$ cat config.mk
export PLATFORM = sky130hd
export DESIGN_NAME = sp_port
export DESIGN_NICKNAME = d
export VERILOG_FILES = /design/src/sp_pkg.sv /design/src/sp_fifo.sv /design/src/sp_port.sv
export SDC_FILE = /design/constraint.sdc
export NUM_CORES = 1
export LEC_CHECK = 0
export BUFFER_PORTS_ARGS = -buffer_cell sky130_fd_sc_hd__buf_4
export CAP_MARGIN = 20
export CORE_MARGIN = 2
export CORE_UTILIZATION = 30
export DETAILED_ROUTE_END_ITERATION = 7
export GPL_TIMING_DRIVEN = 0
export PLACE_DENSITY = 0.47
export SETUP_SLACK_MARGIN = 0.4
export SYNTH_ARGS = -nofsm -noshare
export SYNTH_HDL_FRONTEND = slang
export SYNTH_SLANG_ARGS = --single-unit
$ cat constraint.sdc
create_clock -name clk -period 4.7 [get_ports clk]
set_clock_uncertainty 0.2 [all_clocks]
set_input_delay 0.47 -clock clk [delete_from_list [all_inputs] [get_ports clk]]
set_output_delay 0.47 -clock clk [all_outputs]
set_load 0.1 [all_outputs]
$ cat src/sp_pkg.sv
package sp_pkg;
  localparam int SP_CLK_HZ = 100_000_000;
  localparam int SP_MAX_SCK_HZ = 12_500_000;
  // Smallest divider that keeps the master bit rate at or below the limit.
  localparam logic [7:0] SP_MIN_DIV =
    8'(SP_CLK_HZ / (2 * SP_MAX_SCK_HZ) - 1);
  localparam int SP_DATA_W = 8;
  localparam int SP_FIFO_DEPTH = 16;
  localparam int SP_IDX_W = 4;
  localparam logic [SP_IDX_W-1:0] SP_IDX_FIRST = 4'h0;
  localparam logic [SP_IDX_W-1:0] SP_IDX_LAST = 4'hf;
  localparam logic [7:0] SP_BYTE_RST = 8'h00;
  localparam logic [1:0] SP_MODE_3WIRE = 2'h0;
  localparam logic [1:0] SP_MODE_MULTI = 2'h1;
  localparam int SP_F_DONE = 0;
  localparam int SP_F_WRITE_COLLISION_FLAG = 1;
  localparam int SP_F_MODE_FAULT_FLAG = 2;
  localparam int SP_F_OVRN = 3;
  localparam logic [3:0] SP_FLAGS_RST = 4'h0;

  typedef struct packed {
    logic [7:0] clk_div;
    logic master_enable;
    logic port_enable;
    logic clock_phase;
    logic clock_polarity;
    logic [1:0] select_mode;
  } sp_cfg_t;

  typedef struct packed {
    logic busy;
    logic tx_empty;
    logic sr_empty;
    logic rx_empty;
    logic slave_selected;
    logic select_pin;
    logic [3:0] flags;
  } sp_status_t;

  localparam sp_cfg_t SP_CFG_RST = '{clk_div: 8'h00, master_enable: 1'b0,
    port_enable: 1'b0, clock_phase: 1'b0, clock_polarity: 1'b0,
    select_mode: 2'h1};
endpackage

$ cat src/sp_fifo.sv
`timescale 1ns/1ps
module sp_fifo #(
  parameter int W = 8,
  parameter int DEPTH = 16
) (
  input wire logic clk,
  input wire logic reset_n,
  input wire logic in_valid,
  output logic in_ready,
  input wire logic [W-1:0] in_data,
  output logic out_valid,
  input wire logic out_ready,
  output logic [W-1:0] out_data
);
  localparam int AW = $clog2(DEPTH);
  logic [W-1:0] mem_r [DEPTH];
  logic [AW:0] wp_r;
  logic [AW:0] rp_r;
  logic out_valid_r;
  logic [W-1:0] out_data_r;
  wire empty = (wp_r == rp_r);
  wire full = (wp_r[AW] != rp_r[AW]) && (wp_r[AW-1:0] == rp_r[AW-1:0]);
  wire push = in_valid & ~full;
  // The output register refills whenever it is empty or being taken.
  wire pop = ~empty & (~out_valid_r | out_ready);

  assign in_ready = ~full;
  assign out_valid = out_valid_r;
  assign out_data = out_data_r;

  always_ff @(posedge clk) begin
    if (push) begin
      mem_r[wp_r[AW-1:0]] <= in_data;
    end
  end

  always_ff @(posedge clk) begin
    if (!reset_n) begin
      wp_r <= '0;
      rp_r <= '0;
      out_valid_r <= 1'b0;
      out_data_r <= '0;
    end else begin
      if (push) begin
        wp_r <= wp_r + 1'b1;
      end
      if (pop) begin
        rp_r <= rp_r + 1'b1;
        out_data_r <= mem_r[rp_r[AW-1:0]];
        out_valid_r <= 1'b1;
      end else if (out_ready) begin
        out_valid_r <= 1'b0;
      end
    end
  end
endmodule

$ cat src/sp_port.sv
`timescale 1ns/1ps
module sp_port (
  input wire logic clk,
  input wire logic reset_n,
  input wire logic cfg_wr,
  input wire sp_pkg::sp_cfg_t cfg_wdata,
  output sp_pkg::sp_cfg_t cfg,
  input wire logic [3:0] flag_clr,
  input wire logic irq_enable,
  output logic irq,
  output sp_pkg::sp_status_t status,
  input wire logic dat_wr,
  input wire logic [7:0] dat_wdata,
  output logic rd_valid,
  input wire logic rd_ready,
  output logic [7:0] rd_data,
  input wire logic sck_in,
  output logic sck_out,
  output logic sck_oe,
  input wire logic mosi_in,
  output logic mosi_out,
  output logic mosi_oe,
  input wire logic miso_in,
  output logic miso_out,
  output logic miso_oe,
  input wire logic nss_in,
  output logic nss_out,
  output logic nss_oe
);
  sp_pkg::sp_cfg_t cfg_r;
  sp_pkg::sp_cfg_t cfg_nxt;
  logic [3:0] flag_r;
  logic [3:0] flag_nxt;
  logic [1:0] sck_q;
  logic [1:0] mosi_q;
  logic [1:0] miso_q;
  logic [1:0] nss_q;
  logic sck_d_r;
  logic nss_d_r;
  logic [7:0] sh_r;
  logic [7:0] txb_r;
  logic [7:0] rxb_r;
  logic txb_full_r;
  logic sr_full_r;
  logic rxb_full_r;
  logic busy_r;
  logic sck_r;
  logic rbit_r;
  logic [7:0] div_cnt_r;
  logic [sp_pkg::SP_IDX_W-1:0] idx_r;
  logic fifo_in_ready;

  wire sck_s = sck_q[1];
  wire mosi_s = mosi_q[1];
  wire miso_s = miso_q[1];
  wire nss_s = nss_q[1];
  wire master = cfg_r.master_enable;
  wire pen = cfg_r.port_enable;
  wire cpha = cfg_r.clock_phase;
  wire cpol = cfg_r.clock_polarity;
  wire mode_multi = (cfg_r.select_mode == sp_pkg::SP_MODE_MULTI);
  wire mode_3w = (cfg_r.select_mode == sp_pkg::SP_MODE_3WIRE);
  // Only the multi-master/4-wire mode listens to the select pin.
  wire selected = ~mode_multi | ~nss_s;
  wire fault = pen & master & mode_multi & ~nss_s;
  wire nss_fall = nss_d_r & ~nss_s;
  wire active_s = pen & ~master & selected;

  // Half period is divider plus one cycles, clamped to the rate limit.
  wire [7:0] div_eff = (cfg_r.clk_div < sp_pkg::SP_MIN_DIV) ?
    sp_pkg::SP_MIN_DIV : cfg_r.clk_div;
  wire tick = busy_r & (div_cnt_r == div_eff);

  wire s_edge = active_s & (sck_s != sck_d_r);
  wire edge_ev = master ? (pen & tick) : s_edge;
  wire bit_in = master ? miso_s : mosi_s;
  // Even edges latch with phase 0, odd edges with phase 1.
  wire samp = (idx_r[0] == cpha);
  wire last = (idx_r == sp_pkg::SP_IDX_LAST);
  wire skip0 = cpha & (idx_r == sp_pkg::SP_IDX_FIRST);
  wire done = edge_ev & last;
  wire do_shift = edge_ev & (samp ? (cpha & last) : ~skip0);
  wire [7:0] sh_in = {sh_r[6:0], (samp ? bit_in : rbit_r)};
  wire idle_sr = ~sr_full_r & ~busy_r &
    (idx_r == sp_pkg::SP_IDX_FIRST);
  wire load = pen & txb_full_r & idle_sr;
  wire write_collision_flag_ev = dat_wr & txb_full_r;
  wire tx_acc = dat_wr & ~txb_full_r;
  // A buffer that passes into the FIFO in this cycle counts as read.
  wire rx_busy = rxb_full_r & ~fifo_in_ready;
  wire rx_take = done & (master | ~rx_busy);
  wire ovr_ev = done & ~master & rx_busy;
  wire drain = rxb_full_r & fifo_in_ready;
  wire idx_clr = ~pen | fault | (~master & mode_multi & nss_fall);
  wire [3:0] flag_set = {ovr_ev, fault, write_collision_flag_ev, done};

  always_comb begin
    cfg_nxt = cfg_wr ? cfg_wdata : cfg_r;
    if (fault) begin
      cfg_nxt.master_enable = 1'b0;
      cfg_nxt.port_enable = 1'b0;
    end
  end

  // Set wins over a clear in the same cycle.
  assign flag_nxt = flag_set | (flag_r & ~flag_clr);

  assign cfg = cfg_r;
  assign irq = irq_enable & (|flag_r);
  assign sck_out = sck_r;
  assign sck_oe = pen & master;
  assign mosi_out = sh_r[7];
  assign mosi_oe = pen & master;
  assign miso_out = sh_r[7];
  assign miso_oe = pen & ~master & selected;
  assign nss_out = cfg_r.select_mode[0];
  assign nss_oe = cfg_r.select_mode[1];
  assign status = '{busy: busy_r | (active_s & ~idle_sr),
    tx_empty: ~txb_full_r, sr_empty: ~sr_full_r, rx_empty: ~rxb_full_r,
    slave_selected: ~nss_s & ~mode_3w, select_pin: nss_s, flags: flag_r};

  // Pin inputs cross into the clock domain through two flip-flops.
  always_ff @(posedge clk) begin
    if (!reset_n) begin
      sck_q <= 2'h0;
      mosi_q <= 2'h0;
      miso_q <= 2'h0;
      nss_q <= 2'h3;
      sck_d_r <= 1'b0;
      nss_d_r <= 1'b1;
    end else begin
      sck_q <= {sck_q[0], sck_in};
      mosi_q <= {mosi_q[0], mosi_in};
      miso_q <= {miso_q[0], miso_in};
      nss_q <= {nss_q[0], nss_in};
      sck_d_r <= sck_s;
      nss_d_r <= nss_s;
    end
  end

  always_ff @(posedge clk) begin
    if (!reset_n) begin
      cfg_r <= sp_pkg::SP_CFG_RST;
      flag_r <= sp_pkg::SP_FLAGS_RST;
    end else begin
      cfg_r <= cfg_nxt;
      flag_r <= flag_nxt;
    end
  end

  always_ff @(posedge clk) begin
    if (!reset_n) begin
      txb_r <= sp_pkg::SP_BYTE_RST;
      txb_full_r <= 1'b0;
    end else begin
      if (tx_acc) begin
        txb_r <= dat_wdata;
      end
      txb_full_r <= tx_acc | (txb_full_r & ~load);
    end
  end

  always_ff @(posedge clk) begin
    if (!reset_n) begin
      sh_r <= sp_pkg::SP_BYTE_RST;
      sr_full_r <= 1'b0;
      rbit_r <= 1'b0;
    end else begin
      if (load) begin
        sh_r <= txb_r;
      end else if (do_shift) begin
        sh_r <= sh_in;
      end
      // A disable or a mode fault cuts the byte and frees the register.
      sr_full_r <= load | (sr_full_r & ~done & pen & ~fault);
      if (edge_ev & samp) begin
        rbit_r <= bit_in;
      end
    end
  end

  always_ff @(posedge clk) begin
    if (!reset_n) begin
      idx_r <= sp_pkg::SP_IDX_FIRST;
    end else if (idx_clr) begin
      idx_r <= sp_pkg::SP_IDX_FIRST;
    end else if (edge_ev) begin
      idx_r <= idx_r + 1'b1;
    end
  end

  always_ff @(posedge clk) begin
    if (!reset_n) begin
      busy_r <= 1'b0;
      div_cnt_r <= 8'h00;
      sck_r <= 1'b0;
    end else begin
      if (~pen | fault | ~master | done) begin
        busy_r <= 1'b0;
      end else if (load) begin
        busy_r <= 1'b1;
      end
      div_cnt_r <= (~busy_r | tick) ? 8'h00 : div_cnt_r + 1'b1;
      if (~busy_r) begin
        sck_r <= cpol;
      end else if (tick) begin
        sck_r <= ~sck_r;
      end
    end
  end

  always_ff @(posedge clk) begin
    if (!reset_n) begin
      rxb_r <= sp_pkg::SP_BYTE_RST;
      rxb_full_r <= 1'b0;
    end else begin
      if (rx_take) begin
        rxb_r <= sh_in;
      end
      rxb_full_r <= rx_take | (rxb_full_r & ~drain);
    end
  end

  sp_fifo #(.W(sp_pkg::SP_DATA_W), .DEPTH(sp_pkg::SP_FIFO_DEPTH)) u_rx_fifo (
    .clk(clk),
    .reset_n(reset_n),
    .in_valid(rxb_full_r),
    .in_ready(fifo_in_ready),
    .in_data(rxb_r),
    .out_valid(rd_valid),
    .out_ready(rd_ready),
    .out_data(rd_data)
  );
endmodule

==> reports/results.md, run 1 <==
| Stage | Item | Value |
| --- | --- | --- |
| worst setup path | Required arrival time at the worst endpoint | 4.64 ns |
| worst setup path | Slowest CP cell | nor2_1 |
| route | Drc violations | 0 |
| job | Number of violations of the max-capacitance limit | 0 |
| logic synthesis | Area share of the leading cell type in the synthesized netlist | 43.5% |
| pwr | Peak supply drop | 226 uV |
| sta | Max Transition Viols Final | 0 |
| placed design | Quantity of I/O buffers inserted on ports | 75 |
| finish | Most common library cell in the layout ignoring fill and taps | edfxtp_1 |
| worst setup path | Reg-to-reg endpoint | u_rx_fifo.mem_r[7][1]$_DFFE_PP_ |
| finish | Share of post-route cells with drive strength above 1 | 25.7% |
| logic synthesis | Unique cell type count in the Yosys netlist | 51 |
| grt | Largest net degree at the start of global routing | 18 |
| floorplanning | Placement row count | 62 |
| logic synthesis | Leading area contributor after synthesis | edfxtp_1 |
| floorplanning | Die H | 176 um |
| clocking | Count of buffers added by post-CTS timing repair for setup | 0 |
| floorplanning | Die X | 176 um |
| hold path | Start point of the worst hold path | cfg_wdata[1] |
| sta | Post-layout minimum cycle time | 2.99 ns |
| finish | Net count of the finished layout | 775 |
| route | Vias per inst | 4.57 |
| worst setup path | Crit-path max cell delay | 0.77 ns |
| pwr | Power Total | 4.43 mW |
| logic synthesis | FF+latch count, synth | 217 |
| floorplanning | Die Area | 0.0308 mm2 |
| grt | Number of global-route vias before repair | 5460 |
| hold path | Hold Path Class | primary input to register |
| finish | Highest-count cells in the layout ignoring fill and taps | edfxtp_1 (128), dfxtp_1 (89), buf_4 (84) |
| grt | Antenna violations before repair | 1 |
| route | Detailed-routing iteration count for the pre-antenna-repair pass | 5 |
| clocking | CTS H-tree depth | 1 |
| worst setup path | Crit path cell chain | clkbuf_1, xnor2_1, nand4_1, o21a_1, buf_2, nand2_1, nor2_1 |
| finish | Post-layout instance area | 0.0109 mm2 |
| worst setup path | Launch instance of the worst register-to-register path | u_rx_fifo.rp_r[1]$_SDFFE_PN0P_ |
| logic synthesis | Primary flip-flop cell chosen by synthesis mapping | edfxtp_1 |
| finish | Fill cell instance count of the final layout | 2784 |
| sta | Worst-case headroom to the max-slew limit | 34.2% |
| logic synthesis | Instance count of the mapped netlist | 612 |
| sta | Transition at the pin with the smallest max-transition slack | 0.983 ns |
| floorplanning | I/O pin count | 78 |
| route | Final wirelength | 20200 um |
| sta | Maximum clock frequency | 335 MHz |
| clocking | Number of buffers created by CTS | 25 |
| worst setup path | Signal arrival time at the worst endpoint | 2.93 ns |
| clocking | Clock Pin Slew Worst Setup and Hold Paths | 0.06 ns |
| grt | Global routing usage summed across all routing layers | 13.4% |
| placed design | Placed inst area | 0.00994 mm2 |
| sta | RSZ-0062 raised after global routing | no |
| pwr | Leak Pwr | 3.54 nW |
| worst setup path | Crit-path max FO | 8 |
| route | Routed wirelength normalized by instance count | 17.8 um |
| grt | Congestion Overflow GR | 0 |
| logic synthesis | Async set-reset flop share out of synthesis | 0% |
| finish | Number of antenna repair diodes | 0 |
| worst setup path | Worst setup path class | register to register |
| worst setup path | Crit end category | register |
| hold path | Depth of the worst hold-timing path | 3 |
| hold path | Hold-critical path endpoint | cfg[1]$_SDFFE_PN0P_ |
| placed design | Weighted congestion at the end of routability-driven global placement | 0.728 |
| outcome | Run status | finished, final reports clean |
| grt | Global-route wire length before repair | 31800 um |
| sta | Total count of hold-check failures in the final report | 0 |
| floorplanning | Placeable Area | 0.0289 mm2 |
| logic synthesis | EDFF count, synth | 128 |
| worst setup path | Element type at the critical path start | register |
| logic synthesis | Top area cells in the synthesized netlist | edfxtp_1 (44%), dfxtp_1 (20%), mux4_2 (10%) |
| logic synthesis | Yosys Warn Count | 0 |
| logic synthesis | Combined area of all synthesized cells | 0.00883 mm2 |
| clocking | Deepest clock path buffer count | 3 |
| sta | Final worst-path cycle share | 63.6% |
| placed design | Post-DP HPWL | 14000 um |
| route | Number of violations reported at the end of detailed-routing iteration 0 | 261 |
| worst setup path | Number of cells traversed by the worst register-to-register path | 7 |
| route | Detailed-route via count | 5188 |
| logic synthesis | Post-synthesis average cell area | 14.4 um2 |
| finish | Signed area change from the synthesized netlist to the final layout | 23.2% |
| sta | Setup violators final | 0 |
| clocking | Clock tree sinks | 217 |
| clocking | TritonCTS clock tree | done |
| pwr | P per Cell Area | 407 mW/mm2 |
| logic synthesis | Sequential share of the synthesized area | 63.7% |
| worst setup path | Worst R2R Setup Slack | 1.71 ns |
| clocking | Clock root cell | clkbuf_16 |
| sta | Fin Setup TNS | 0 ns |
| route | Antenna viol nets, final | 0 |
| floorplanning | Initial core utilization | 30.6% |
| worst setup path | Critical Path Source | u_rx_fifo.rp_r[1]$_SDFFE_PN0P_ |
| clocking | Latest clock arrival within the worst-skew pair | 0.52 ns |
| logic synthesis | Number of nets in the synthesized netlist | 656 |
[timing repair]
action,4_1_cts,5_1_grt
endpoints found under the hold margin,12,0
hold buffers,12,0
gates resized for setup,0,0
[final cells by class]
class	instances	area, um2	area share, %
Clock inverter	17	178	1.63
Sequential cell	217	5630	51.7
Multi-Input combinational cell	344	2980	27.4
Inverter	12	45.0	0.414
Tap cell	384	480	4.42
Buffer	39	198	1.82
Clock buffer	29	641	5.89
Timing Repair Buffer	92	732	6.73
[worst max-delay path by stage]
stage / depth (start not counted) / to / slack [ns]
after floorplan: 3 / status[9] / 1.25
after global placement: 7 / u_rx_fifo.mem_r[3][4]$_DFFE_PP_ / 1.07
after detailed placement: 7 / u_rx_fifo.mem_r[4][2]$_DFFE_PP_ / 1.68
after CTS: 7 / u_rx_fifo.mem_r[4][1]$_DFFE_PP_ / 1.65
after global routing: 7 / u_rx_fifo.mem_r[7][1]$_DFFE_PP_ / 1.49
final: 7 / u_rx_fifo.mem_r[7][1]$_DFFE_PP_ / 1.71
[worst max-delay path, delay by kind of cell (launching register included)]
| family | cells | cell delay (ns) |
|---|---|---|
| simple gates | 3 | 1.19 |
| xor+xnor | 1 | 0.12 |
| flops | 1 | 0.34 |
| buf+inv | 2 | 0.61 |
| compound gates | 1 | 0.16 |
[synth_stat cells (9+ instances only)]
library cell	n
edfxtp_1	128
dfxtp_1	89
nand2_1	50
mux2i_1	40
mux4_2	40
nor2_1	36
nor2b_1	26
clkbuf_1	20
xnor2_1	18
and2_1	17
nand2b_1	14
inv_1	12
xor2_1	12
a21boi_0	11
buf_4	9
[report_power, final]
part / internal [mW] / total (mW) / switching, mW
Clock: 1.15 / 1.93 / 0.777
Combinational: 0.146 / 0.452 / 0.306
Sequential: 2.02 / 2.05 / 0.0243
Total: 3.32 / 4.43 / 1.11
[sequential cells by signal, indices dropped and copies added, names as in the netlist, 4 cells and up]
| name | cells |
|---|---|
| u_rx_fifo.rp_r | 5 |
| cfg | 10 |
| u_rx_fifo.mem_r | 128 |
| txb_r | 8 |
| rxb_r | 8 |
| sh_r | 8 |
| u_rx_fifo.out_data | 8 |
| flag_r | 4 |
| u_rx_fifo.wp_r | 5 |
| idx_r | 4 |
| div_cnt_r | 8 |
[logic make-up after synthesis]
family | synth area share [%]
AO/OA/AOI/OAI | 4.48
XOR/XNOR | 2.98
adder cells (fa/ha/maj) | 1.13
buffers and inverters | 2.75
flip-flops | 63.7
multiplexers | 15.0
AND/OR/NAND/NOR | 9.96
[metrics by stage]
stage	utilization [%]	hold slack (ns)	std cells	setup WS, ns
after global placement	34.2	0.195	1071	1.07
after floorplan	-	0.186	612	1.25
final	37.7	0.0168	1134	1.71
after CTS	37.7	0.000823	1133	1.65
after detailed placement	34.4	0.201	1075	1.68
after global routing	37.7	0.00269	1134	1.49
[metal layers]
metal | GRT usage (%) | wire length [um]
met5 | 0 | 0
met3 | 2.12 | 774
met2 | 21.6 | 9390
met4 | 3.86 | 515
met1 | 18.6 | 9510
(Power assumes the default switching activity.)
==> run 2: changes to the inputs <==
Clock period 4.7 ns to 2.79 ns, I/O delays scaled along.
==> reports/results.md, run 2 (synthesized netlist as in run 1, its figures left out) <==
| Stage | Item | Value |
| --- | --- | --- |
| worst setup path | Crit end category | register |
| worst setup path | Element type at the critical path start | register |
| sta | Worst hold slack | 0.0286 ns |
| floorplanning | Placement row count | 62 |
| pwr | Peak supply drop | 360 uV |
| worst setup path | Crit-path max cell delay | 0.39 ns |
| finish | Highest-count cells in the layout ignoring fill and taps | edfxtp_1 (128), buf_4 (100), dfxtp_1 (77) |
| finish | Share of post-route cells with drive strength above 1 | 31.7% |
| floorplanning | Die X | 176 um |
| placed design | Post-DP HPWL | 14100 um |
| grt | Number of global-route vias before repair | 5560 |
| finish | Layout Cells excl Fill | 1167 |
| route | Detailed-routing iteration count for the pre-antenna-repair pass | 4 |
| floorplanning | I/O pin count | 78 |
| sta | RSZ-0062 raised after global routing | yes |
| grt | Congestion Overflow GR | 0 |
| placed design | Count of placed standard cells including taps | 1074 |
| sta | Worst-case headroom to the max-slew limit | 50.1% |
| job | Number of violations of the max-capacitance limit | 0 |
| route | Final wirelength | 20600 um |
| route | Detailed-route via count | 5299 |
| sta | Max Transition Viols Final | 0 |
| worst setup path | Crit-path max FO | 7 |
| floorplanning | Die Area | 0.0308 mm2 |
| finish | Net count of the finished layout | 809 |
| clocking | CTS H-tree depth | 1 |
| pwr | Proportion of total power due to net switching | 25.1% |
| placed design | Placed inst area | 0.0100 mm2 |
| worst setup path | Required arrival time at the worst endpoint | 2.99 ns |
| route | Antenna viol nets, final | 0 |
| floorplanning | Placeable Area | 0.0289 mm2 |
| grt | Global routing usage summed across all routing layers | 13.7% |
| finish | Fill cell instance count of the final layout | 2704 |
| sta | Maximum clock frequency | 416 MHz |
| worst setup path | Slowest CP cell | a2111oi_4 |
| pwr | Leak Pwr | 3.78 nW |
| route | Drc violations | 0 |
| worst setup path | Worst setup path class | register to register |
| sta | Final worst-path cycle share | 86.1% |
| grt | Largest net degree at the start of global routing | 18 |
| pwr | Seq pwr share | 47.1% |
| route | Vias per inst | 4.54 |
| worst setup path | Signal arrival time at the worst endpoint | 2.61 ns |
| clocking | Deepest clock path buffer count | 3 |
| placed design | Quantity of I/O buffers inserted on ports | 75 |
| worst setup path | Crit path cell chain | nor4_4, a31oi_2, a2111oi_4, a41o_2, buf_8, nand4_1, mux2_4 |
| floorplanning | Initial core utilization | 30.6% |
| clocking | TritonCTS clock tree | done |
| sta | Total count of hold-check failures in the final report | 0 |
| clocking | Clock root cell | clkbuf_16 |
| pwr | NetSw | 1.84 mW |
| outcome | Run status | finished, final reports clean |
| sta | Transition at the pin with the smallest max-transition slack | 0.749 ns |
| pwr | Combinational power share | 11.5% |
| route | Routed wirelength normalized by instance count | 17.7 um |
| clocking | Number of buffers created by CTS | 24 |
| finish | Number of flip-flops under the largest register name | 128 |
| hold path | Hold Path Class | primary input to register |
| pwr | P per Cell Area | 639 mW/mm2 |
| route | Number of violations reported at the end of detailed-routing iteration 0 | 218 |
| floorplanning | Die H | 176 um |
| finish | Signed area change from the synthesized netlist to the final layout | 29.9% |
| pwr | Internal | 5.49 mW |
| clocking | Latest clock arrival within the worst-skew pair | 0.53 ns |
| sta | Post-layout minimum cycle time | 2.40 ns |
| finish | Most common library cell in the layout ignoring fill and taps | edfxtp_1 |
| grt | Antenna violations before repair | 1 |
| sta | Setup violators final | 0 |
| pwr | Clock network fraction of design power | 41.4% |
| finish | Number of antenna repair diodes | 0 |
| clocking | Clock Pin Slew Worst Setup and Hold Paths | 0.06 ns |
| grt | Global-route wire length before repair | 32300 um |
| clocking | Clock tree sinks | 217 |
| finish | Post-layout instance area | 0.0115 mm2 |
| placed design | Weighted congestion at the end of routability-driven global placement | 0.734 |
==> run 2: worst paths after layout <==
path                                          start                    end  slack [ns]  cells after the start
worst min register to register  nss_q[0]$_SDFF_PN1_    nss_q[1]$_SDFF_PN1_        0.21                      1
worst max-delay path            cfg[8]$_SDFFE_PN0P_  idx_r[3]$_SDFFE_PP0P_        0.39                      7
worst max register to register  cfg[8]$_SDFFE_PN0P_  idx_r[3]$_SDFFE_PP0P_        0.39                      7
worst min-delay path                         cfg_wr      cpol$_SDFFE_PN0P_        0.03                      3
==> run 2: power groups by stage <==
stage | Combinational (mW) | Clock [mW] | Sequential [mW]
2_1_floorplan | 0.350 | 0 | 3.74
3_3_place_gp | 0.756 | 0 | 3.52
3_5_place_dp | 0.763 | 0 | 3.52
4_1_cts | 0.825 | 3.11 | 3.45
5_1_grt | 0.895 | 3.24 | 3.46
6_report | 0.845 | 3.03 | 3.45
==> run 2: area by class of cell <==
cell class,instances,area (um2),area share [%]
multi-input cells,344,3170,27.6
clock buffers,29,621,5.41
repair buffers,127,1080,9.45
well taps,384,480,4.19
plain buffers,39,279,2.43
flip-flops and latches,217,5660,49.3
clock inverters,15,130,1.13
inverters,12,45.0,0.393
==> run 2: what timing repair did <==
item                                   in CTS  in global routing
endpoints found under the hold margin      31                  0
gates resized for setup                    56                 23
setup buffers                               9                  7
pin swaps                                  10                  7
hold buffers                               32                  0
setup endpoints to repair                 163                151
==> run 2: metrics by stage <==
stage | utilization [%] | setup WS (ns) | power, mW | setup TNS (ns)
3_3_place_gp | 34.5 | -0.933 | 4.27 | -30.65
5_1_grt | 39.7 | 0.289 | 7.59 | 0
6_report | 39.7 | 0.387 | 7.33 | 0
2_1_floorplan | - | 0.357 | 4.09 | 0
3_5_place_dp | 34.6 | -0.412 | 4.28 | -16.70
4_1_cts | 39.3 | 0.325 | 7.39 | 0
==> run 2: worst max-delay path, delay by kind of cell (launching register included) <==
family | cells | cell delay (ns)
AOI/OAI and AO/OA | 3 | 0.84
muxes | 1 | 0.31
buffers and inverters | 1 | 0.13
and+or+nand+nor | 2 | 0.45
DFF | 1 | 0.35
==> run 2: routing by layer <==
layer	wire [um]	up-vias	global-route usage, %
li1	-	2550	-
met1	9520	2635	18.7
met2	9940	91	22.9
met3	839	23	2.01
met4	344	0	3.41
met5	0	-	0
